===== src/hw/ipc_pkg.sv =====
// power-mode control constants: control bit layout, reset values, timing
// assumes one core clock at 250 MHz; used by all ipc modules
package ipc_pkg;
   localparam int          IPC_IDLE_BIT      = 0;
   localparam int          IPC_SLEEP_BIT     = 1;
   localparam int          IPC_CTRL_W        = 8;
   localparam logic [7:0]  IPC_CTRL_RESET    = 8'h10;
   localparam int          IPC_PORT_W        = 8;
   localparam int          IPC_OSC_PER_MC    = 12;
   localparam int          IPC_RESET_MC      = 2;
   localparam int          IPC_RESET_OSC     = IPC_OSC_PER_MC * IPC_RESET_MC;
   localparam real         IPC_CLK_NS        = 4.0;
   localparam real         IPC_OSC_START_NS  = 400.0;
   localparam int          IPC_OSC_START_CYC =
      (IPC_OSC_START_NS / IPC_CLK_NS) < 1.0 ? 1 :
      int'($ceil(IPC_OSC_START_NS / IPC_CLK_NS));
   localparam logic [1:0]  IPC_PRIO_LOWEST   = 2'h0;
   typedef enum logic [2:0] {
      IPC_RUN,
      IPC_IDLE,
      IPC_SLEEP,
      IPC_WAKE,
      IPC_EXIT
   } ipc_state_type;
endpackage


===== src/hw/ipc_top.sv =====
// idle and power-down sequencer for the small 8-bit core
// assumes the core pulses instr_done at instruction end and accepts
// cpu_clk_en; interrupt controller supplies pending/enable/priority
// Functional notes
// [RULE1] idle starts after the setting instruction completes
// [RULE2] idle gates cpu clock, peripherals keep running
// [RULE3] all cpu state held through idle
// [RULE4] ports freeze at idle entry level
// [RULE5] address and program strobes high in idle
// [RULE6] enabled interrupt clears idle bit, gets serviced
// [RULE7] resume after idling instruction following return
// [RULE8] idle reset held at least 24 oscillator periods
// [RULE9] power-down stops oscillator after invoking instruction
// [RULE10] ram and registers kept during power-down
// [RULE11] only reset or ext irq pins exit
// [RULE12] low pin restarts oscillator, high completes exit
// [RULE13] both enabled: first release completes the exit
// [RULE14] higher priority pin routine gets serviced
// [RULE15] resume after power-down instruction following return
// [RULE16] reset exit reinitialises registers, interrupt exit not
// [RULE17] ram untouched by either exit path
// [RULE18] both bits set: power-down exit, both cleared
// [RULE19] waker holds signal until oscillator stable
// [RULE20] port 0 only drives zero when low power
// [RULE21] sleep bit one starts power-down, reset clears
// [RULE22] low-level detect works with oscillator stopped
`timescale 1ns/10ps
module ipc_top
   import ipc_pkg::*;
#(
   parameter int W         = IPC_PORT_W,
   parameter int START_CYC = IPC_OSC_START_CYC
) (
   input  wire logic         clk,
   input  wire logic         arst_n,
   input  wire logic         ctrl_wr,
   input  wire logic [7:0]   ctrl_wdata,
   input  wire logic         instr_done,
   input  wire logic         irq_pending,
   input  wire logic         irq_taken,
   input  wire logic         ext_irq_zero,
   input  wire logic         ext_irq_one,
   input  wire logic [1:0]   ext_irq_enable,
   input  wire logic [1:0]   ext_irq_zero_prio,
   input  wire logic [1:0]   ext_irq_one_prio,
   input  wire logic         addr_strobe_core,
   input  wire logic         program_store_strobe_core,
   input  wire logic [W-1:0] port0_core,
   input  wire logic [W-1:0] port1_core,
   input  wire logic [W-1:0] port2_core,
   input  wire logic [W-1:0] port3_core,
   output logic [7:0]        power_control_reg,
   output logic              cpu_clk_en,
   output logic              periph_clk_en,
   output logic              osc_run,
   output logic              wake_valid,
   output logic              wake_vector_one,
   output logic              addr_strobe,
   output logic              program_store_strobe,
   output logic [W-1:0]      port0_out,
   output logic [W-1:0]      port0_oe_n,
   output logic [W-1:0]      port1_out,
   output logic [W-1:0]      port2_out,
   output logic [W-1:0]      port3_out
);
   localparam int CW = $clog2(START_CYC + 1);

   ipc_state_type state;
   ipc_state_type next_state;
   logic [7:0]    ctrl;
   logic [7:0]    next_ctrl;
   logic [CW-1:0] start_cnt;
   logic [CW-1:0] next_start_cnt;
   logic          pend_idle;
   logic          pend_sleep;
   logic          next_pend_idle;
   logic          next_pend_sleep;
   logic          any_low;
   logic [1:0]    released;
   logic [1:0]    ext_pins;
   logic          low_power;
   logic          in_idle;
   logic          in_sleep;
   logic          pick_one;
   logic [W-1:0]  p0_h;
   logic [W-1:0]  p1_h;
   logic [W-1:0]  p2_h;
   logic [W-1:0]  p3_h;
   logic          freeze;
   // named decode for the sequencer and the output flops
   logic [1:0]    taking_part;
   logic          go_sleep;
   logic          go_idle;
   logic          cnt_busy;
   logic          wake_done;
   logic [W-1:0]  next_port0_oe_n;

   assign ext_pins = {ext_irq_one, ext_irq_zero};

   ipc_wake_detect #(
      .N(2)
   ) u_wake (
      .clk      (clk),
      .arst_n   (arst_n),
      .pin      (ext_pins),
      .enable   (ext_irq_enable),
      .any_low  (any_low),
      .released (released)
   );

   assign in_idle   = (state == IPC_IDLE);
   assign in_sleep  = (state == IPC_SLEEP) || (state == IPC_WAKE);
   assign low_power = in_idle || in_sleep;
   assign freeze    = low_power;

   // one snapshot per port; a loop over unlike-named ports would not help
   ipc_strobe_hold #(.W(W)) u_p0 (
      .clk(clk), .arst_n(arst_n), .freeze(freeze),
      .live(port0_core), .held(p0_h));
   ipc_strobe_hold #(.W(W)) u_p1 (
      .clk(clk), .arst_n(arst_n), .freeze(freeze),
      .live(port1_core), .held(p1_h));
   ipc_strobe_hold #(.W(W)) u_p2 (
      .clk(clk), .arst_n(arst_n), .freeze(freeze),
      .live(port2_core), .held(p2_h));
   ipc_strobe_hold #(.W(W)) u_p3 (
      .clk(clk), .arst_n(arst_n), .freeze(freeze),
      .live(port3_core), .held(p3_h));

   // a pin still held low at the release took part in the wake too, so
   // priority is weighed over every such pin, not the released one alone
   assign taking_part = released | (ext_irq_enable & ~ext_pins);
   // equal levels fall back to the polling order, pin zero first
   assign pick_one = (taking_part == 2'b10) ||
                     (taking_part == 2'b11 &&
                      ext_irq_one_prio > ext_irq_zero_prio); // [RULE14]

   // power-down wins when both requests stand
   assign go_sleep  = instr_done && pend_sleep; // [RULE18]
   assign go_idle   = instr_done && pend_idle && !pend_sleep;
   assign cnt_busy  = (start_cnt != '0);
   // a release during the restart count is lost; a later release after the count still completes the exit
   assign wake_done = !cnt_busy && |released;

   always_comb begin
      next_state      = state;
      next_ctrl       = ctrl;
      next_start_cnt  = start_cnt;
      next_pend_idle  = pend_idle;
      next_pend_sleep = pend_sleep;
      if (ctrl_wr) begin
         next_ctrl       = ctrl_wdata;
         next_pend_idle  = ctrl_wdata[IPC_IDLE_BIT];
         next_pend_sleep = ctrl_wdata[IPC_SLEEP_BIT]; // [RULE21]
      end
      case (state)
         IPC_RUN: begin
            // entry waits for the writing instruction to retire
            if (go_sleep) begin
               next_state      = IPC_SLEEP; // [RULE9] [RULE18]
               next_pend_sleep = 1'b0;
               next_pend_idle  = 1'b0;
            end else if (go_idle) begin
               next_state     = IPC_IDLE; // [RULE1]
               next_pend_idle = 1'b0;
            end
         end
         IPC_IDLE: begin
            if (irq_pending) begin
               next_ctrl[IPC_IDLE_BIT] = 1'b0; // [RULE6]
               next_state              = IPC_EXIT;
            end
         end
         IPC_SLEEP: begin
            // only the pin detector can restart the oscillator
            if (any_low) begin
               next_state     = IPC_WAKE; // [RULE11] [RULE12] [RULE13]
               next_start_cnt = CW'(START_CYC);
            end
         end
         IPC_WAKE: begin
            if (cnt_busy)
               next_start_cnt = start_cnt - CW'(1);
            // a release before stable start is ignored; waker must hold
            if (wake_done) begin
               next_ctrl[IPC_IDLE_BIT]  = 1'b0; // [RULE18] [RULE19]
               next_ctrl[IPC_SLEEP_BIT] = 1'b0;
               next_state               = IPC_EXIT; // [RULE13]
            end
         end
         IPC_EXIT: begin
            // core resumes with pc untouched, so the return lands after
            // the entering instruction
            if (irq_taken) next_state = IPC_RUN; // [RULE7] [RULE15]
         end
         default: next_state = IPC_RUN;
      endcase
   end

   // reset reinitialises control; ram and core state live elsewhere and
   // are never touched here
   always_ff @(posedge clk or negedge arst_n) begin
      if (!arst_n) begin
         state      <= IPC_RUN;
         ctrl       <= IPC_CTRL_RESET; // [RULE16] [RULE21] [RULE8]
         start_cnt  <= '0;
         pend_idle  <= 1'b0;
         pend_sleep <= 1'b0;
      end else begin
         state      <= next_state;
         ctrl       <= next_ctrl; // [RULE10] [RULE17]
         start_cnt  <= next_start_cnt;
         pend_idle  <= next_pend_idle;
         pend_sleep <= next_pend_sleep;
      end
   end

   logic          wake_pulse;
   logic          next_idle;
   logic          next_asleep;
   logic          next_cpu_clk_en;
   logic          next_periph_clk_en;
   logic          next_osc_run;
   logic          next_addr_strobe;
   logic          next_program_store_strobe;
   logic          next_wake_vector_one;

   assign wake_pulse  = (state == IPC_WAKE) && (next_state == IPC_EXIT);
   assign next_idle   = (next_state == IPC_IDLE);
   assign next_asleep = (next_state == IPC_SLEEP) ||
                        (next_state == IPC_WAKE);

   // decoded from next_state so every clock and strobe pin flips on the entry edge itself; port0_oe_n follows state, one edge later
   // core clock gated keeps every cpu register frozen
   assign next_cpu_clk_en    = (next_state == IPC_RUN) ||
                               (next_state == IPC_EXIT); // [RULE2] [RULE3]
   assign next_periph_clk_en = !next_asleep; // [RULE2]
   assign next_osc_run       = (next_state != IPC_SLEEP); // [RULE9] [RULE12]
   // strobes high in idle, low in power-down, the core's own in run
   assign next_addr_strobe   = next_idle   ? 1'b1 : // [RULE5]
                               next_asleep ? 1'b0 : addr_strobe_core;
   assign next_program_store_strobe = next_idle   ? 1'b1 : // [RULE5]
                                      next_asleep ? 1'b0 :
                                      program_store_strobe_core;
   // the vector choice stands until the next wake
   assign next_wake_vector_one = wake_pulse ? pick_one :
                                 wake_vector_one; // [RULE14]
   // a held one floats in low power; a zero is actively driven
   assign next_port0_oe_n = low_power ? p0_h : '0; // [RULE20]

   // output flops only; the decode stays in the assigns above
   always_ff @(posedge clk or negedge arst_n) begin
      if (!arst_n) begin
         power_control_reg    <= IPC_CTRL_RESET;
         cpu_clk_en           <= 1'b1;
         periph_clk_en        <= 1'b1;
         osc_run              <= 1'b1;
         wake_valid           <= 1'b0;
         wake_vector_one      <= 1'b0;
         addr_strobe          <= 1'b1;
         program_store_strobe <= 1'b1;
      end else begin
         power_control_reg    <= next_ctrl;
         cpu_clk_en           <= next_cpu_clk_en;
         periph_clk_en        <= next_periph_clk_en;
         osc_run              <= next_osc_run;
         wake_valid           <= wake_pulse;
         wake_vector_one      <= next_wake_vector_one;
         addr_strobe          <= next_addr_strobe;
         program_store_strobe <= next_program_store_strobe;
      end
   end

   genvar b;
   generate
      for (b = 0; b < W; b++) begin : g_p0
         always_ff @(posedge clk or negedge arst_n) begin
            if (!arst_n) begin
               port0_out[b]  <= 1'b0;
               port0_oe_n[b] <= 1'b1;
            end else begin
               port0_out[b]  <= 1'b0;
               port0_oe_n[b] <= next_port0_oe_n[b]; // [RULE20]
            end
         end
      end
   endgenerate

   always_ff @(posedge clk or negedge arst_n) begin
      if (!arst_n) begin
         port1_out <= '1;
         port2_out <= '1;
         port3_out <= '1;
      end else begin
         port1_out <= p1_h; // [RULE4]
         port2_out <= p2_h;
         port3_out <= p3_h;
      end
   end
endmodule


===== src/hw/ipc_wake_detect.sv =====
// low-level wake detector for the two external interrupt pins
// assumes pins are synchronous to clk; level path is combinational so it
// still sees a low pin while the oscillator is stopped
`timescale 1ns/10ps
module ipc_wake_detect
   import ipc_pkg::*;
#(
   parameter int N = 2
) (
   input  wire logic         clk,
   input  wire logic         arst_n,
   input  wire logic [N-1:0] pin,
   input  wire logic [N-1:0] enable,
   output logic              any_low,
   output logic [N-1:0]      released
);
   logic [N-1:0] was_low;
   logic [N-1:0] low_now;
   assign low_now = enable & ~pin;
   // oscillator-free path to the restart request
   assign any_low = |low_now; // [RULE22]
   genvar g;
   generate
      for (g = 0; g < N; g++) begin : g_pin
         always_ff @(posedge clk or negedge arst_n) begin
            if (!arst_n) was_low[g] <= 1'b0;
            else         was_low[g] <= low_now[g];
         end
         assign released[g] = was_low[g] & pin[g] & enable[g]; // [RULE12]
      end
   endgenerate
endmodule


===== src/hw/ipc_strobe_hold.sv =====
// per-mode port pin freeze: snapshots ports on mode entry
// assumes freeze is a level from the sequencer
`timescale 1ns/10ps
module ipc_strobe_hold
   import ipc_pkg::*;
#(
   parameter int W = IPC_PORT_W
) (
   input  wire logic         clk,
   input  wire logic         arst_n,
   input  wire logic         freeze,
   input  wire logic [W-1:0] live,
   output logic [W-1:0]      held
);
   logic         frozen_q;
   logic [W-1:0] snap;
   always_ff @(posedge clk or negedge arst_n) begin
      if (!arst_n) frozen_q <= 1'b0;
      else         frozen_q <= freeze;
   end
   // capture only on the entry edge so later core writes cannot leak out
   always_ff @(posedge clk or negedge arst_n) begin
      if (!arst_n)                  snap <= '0;
      else if (freeze && !frozen_q) snap <= live; // [RULE4]
   end
   assign held = (freeze && frozen_q) ? snap : live;
endmodule


===== config.mk =====
export PLATFORM = sky130hd
export DESIGN_NAME = ipc_top
export DESIGN_NICKNAME = d
export VERILOG_FILES = /design/src/hw/ipc_pkg.sv /design/src/hw/ipc_top.sv /design/src/hw/ipc_wake_detect.sv /design/src/hw/ipc_strobe_hold.sv
export SDC_FILE = /design/constraint.sdc
export NUM_CORES = 1
export LEC_CHECK = 0
export BUFFER_PORTS_ARGS = -buffer_cell sky130_fd_sc_hd__buf_4
export CORE_MARGIN = 2
export CORE_UTILIZATION = 40
export DETAILED_ROUTE_END_ITERATION = 10
export REMOVE_ABC_BUFFERS = 1
export SLEW_MARGIN = 10
export SYNTH_ARGS = -nofsm -noshare
export SYNTH_HDL_FRONTEND = slang
export SYNTH_SLANG_ARGS = --single-unit

===== constraint.sdc =====
create_clock -name clk -period 3.8 [get_ports clk]
set_clock_uncertainty 0.2 [all_clocks]
set_input_delay 0.38 -clock clk [delete_from_list [all_inputs] [get_ports clk]]
set_output_delay 0.38 -clock clk [all_outputs]
set_load 0.05 [all_outputs]

==> impl_results.md <==
* Status: complete, no violations
* Syn Area/Cell at 14.1 sq um
* Hold buffers post-CTS at 3
* Share of power burned in registers at 0.393
* Critical Path End: u_p1.snap[5]
* Number of global-route vias before repair at 2454
* Starting Density at 0.406
* Area of the mapped netlist at 3910 sq um
* Die area at 10600 sq um
* Fmax at 413 MHz
* Sw power at 1.85 mW
* Ys async rst share at 1.00
* Power Density at 915 nW/um^2
* Crit Path Max Fanout at 32
* Total GRT Usage at 0.148
* Fin worst setup slack at 1.38 ns
* Clock tree buffer depth at 2
* Pre-CTS WS at 1.38 ns
* Lkg Pwr at 2.25 nW
* Drt via density at 4.65
* Crit share post-route at 0.637
* Num CTS Buffers at 9
* First-pass GRT wire length at 11.9 mm
* Clock sink total at 94
* DRT antenna net count at 0
* CP startpoint: state[0]
* Fin util at 0.517
* R2R depth at 4
* Comb pwr share at 0.463
* Initial DRC Count at 80
* Die Wd at 103 um
* TritonCTS clock tree: built
* HPWL Detailed at 5.14 mm
* Flop and latch count out of synthesis at 94
* Antenna diodes at 0
* Critical path arrival at 2.44 ns
* Hold Crit Class: input pin to register
* Sum Neg Setup Slack at 0 ns
* Post CTS Setup Buffer Count at 0
* Root Buffer: clkbuf_8
* Element type at the critical path end: register
* Drt total wl at 7.30 mm
* DRT Pass-1 Iters at 4
* Die height at 103 um
* Worst r2r src: state[0]
* Yosys warns at 0
* WL per Instance at 14.0 um
* Number of enable flip-flop cells after synthesis at 0
* Syn Inst Count at 278
* Flop2flop setup slack at 1.38 ns
* Rel. slew slack at 0.371
* Fill cell count at 882
* Max-slew violation count at 0
* Clk network pwr share at 0.144
* Area of the multi-input gates at 1370 sq um
* Syn-to-layout area delta at 27.6%
* Most used DFF post-synth: dfrtp_1
* Worst-Margin Slew at 0.941 ns
* Row count at 36
* CTS clock-pin slew for the worst setup and hold paths at 0.08 ns
* Net Sw Frac at 0.405
* Layout Nets at 445
* Final setup viols at 0
* Worst-Skew Late Latency at 0.34 ns
* Gr ovfl total at 0
* Drt drc at 0
* Antenna violations before repair at 0
* Core area at 9640 sq um
* H-tree levels at 3
* Worst setup SP type: register
* Worst endpoint required time at 3.82 ns
* Internal power at 2.72 mW
* R2R Path End: u_p1.snap[5]
* RSZ-0062 raised after global routing: no
* Number of gates resized after CTS at 0
* Reg area at 2400 sq um
* VDD IR-drop max at 0.495 mV
* Largest net degree at the start of global routing at 62
* Critical path type: register to register
* Sequential cell area fraction in the yosys report at 0.614
* Minimum clock period at 2.42 ns
* IO buf count at 102
* Yosys cell types at 40
* Share of layout cells above drive strength 1 at 0.574
* GPL Wtd Cong at 0.813
* Vias at 2431
* Number of failing hold endpoints at the final stage at 0
* Io pins at 111
* Max cap viols at 0
* Hold depth at 3
[power by group through the flow]
stage	registers (mW)	logic [mW]	clock network [mW]
2_1_floorplan	2.53	0.831	0
5_1_grt	1.85	2.26	0.726
4_1_cts	1.80	2.14	0.689
6_report	1.79	2.11	0.658
3_5_place_dp	1.81	2.14	0
3_3_place_gp	1.80	2.11	0
[cells by family after synthesis]
group / after synthesis / synth area share
compound gates: 20 / 0.0349
fa+ha+maj: 4 / 0.0128
mux: 76 / 0.216
buf+inv: 30 / 0.0448
other cells: 1 / 0.000959
flops: 94 / 0.614
simple gates: 51 / 0.0723
xor+xnor: 2 / 0.00448
[worst max-delay path, stage by stage, from the launching register on]
cell     delay, ns
dfrtp_1       0.49
nor2_1        0.05
or2_1         0.35
nor2_4        0.76
mux2_2        0.42
[worst min path at each step]
stage | startpoint | to | slack, ns
6_report | program_store_strobe_core | program_store_strobe | 0.04
5_1_grt | program_store_strobe_core | program_store_strobe | 0.03
4_1_cts | program_store_strobe_core | program_store_strobe | 0.02
3_5_place_dp | u_p3.snap[7] | port3_out[7] | 0.29
3_3_place_gp | u_p3.snap[4] | u_p3.snap[4] | 0.29
2_1_floorplan | arst_n | pend_idle | -0.12
[cell usage after synthesis, types with 2 or more instances]
| library cell | instances | share of area |
|---|---|---|
| nand2b_1 | 3 | 0.0048 |
| mux2_2 | 62 | 0.18 |
| nor2_1 | 14 | 0.013 |
| nand3_1 | 6 | 0.0077 |
| and2_1 | 3 | 0.0048 |
| nor3_1 | 4 | 0.0051 |
| or4_1 | 2 | 0.0038 |
| nor2b_1 | 4 | 0.0064 |
| o211ai_1 | 3 | 0.0058 |
| nand3b_1 | 3 | 0.0058 |
| dfrtp_1 | 56 | 0.36 |
| xnor2_1 | 2 | 0.0045 |
| nand2_1 | 3 | 0.0029 |
| inv_1 | 12 | 0.012 |
| ha_1 | 4 | 0.013 |
| a21oi_1 | 5 | 0.0064 |
| o21ai_0 | 6 | 0.0077 |
| dfstp_2 | 38 | 0.26 |
| buf_4 | 14 | 0.027 |
| mux2i_1 | 13 | 0.033 |
| buf_2 | 2 | 0.0026 |
[metrics by stage]
stage	power, mW	hold WS (ns)	std cells	cell area, sq um
final	4.56	0.0371	523	4990
after global routing	4.83	0.0261	523	4990
after CTS	4.63	0.0164	523	4990
after detailed placement	3.95	0.291	504	4760
after global placement	3.91	0.287	504	4760
after floorplan	3.36	-0.116	267	3800
[metal layers]
metal / wire length [um] / vias to the layer above / track usage
met4: 117 / 0 / 0.0648
met3: 372 / 9 / 0.0339
met5: 0 / - / 0
li1: - / 1154 / -
met2: 3470 / 66 / 0.232
met1: 3340 / 1202 / 0.197
[layout make-up]
cell class	instances	area share
repair buffers	107	0.163
flip-flops and latches	94	0.481
well taps	133	0.0334
inverters	12	0.00903
clock inverters	5	0.0118
clock buffers	11	0.0283
multi-input cells	161	0.274
[layout by cell type (no fill, tap or decap), drive strengths merged, types with 4 or more instances in the layout]
cell	n
o21ai	7
nand3	6
inv	12
buf	104
ha	4
nor2	15
nor2b	4
clkbuf	11
nor3	4
a21oi	5
conb	8
dfrtp	56
nand2	4
dfstp	38
mux2i	13
mux2	63
No activity file was read; power rests on OpenSTA's default activity.
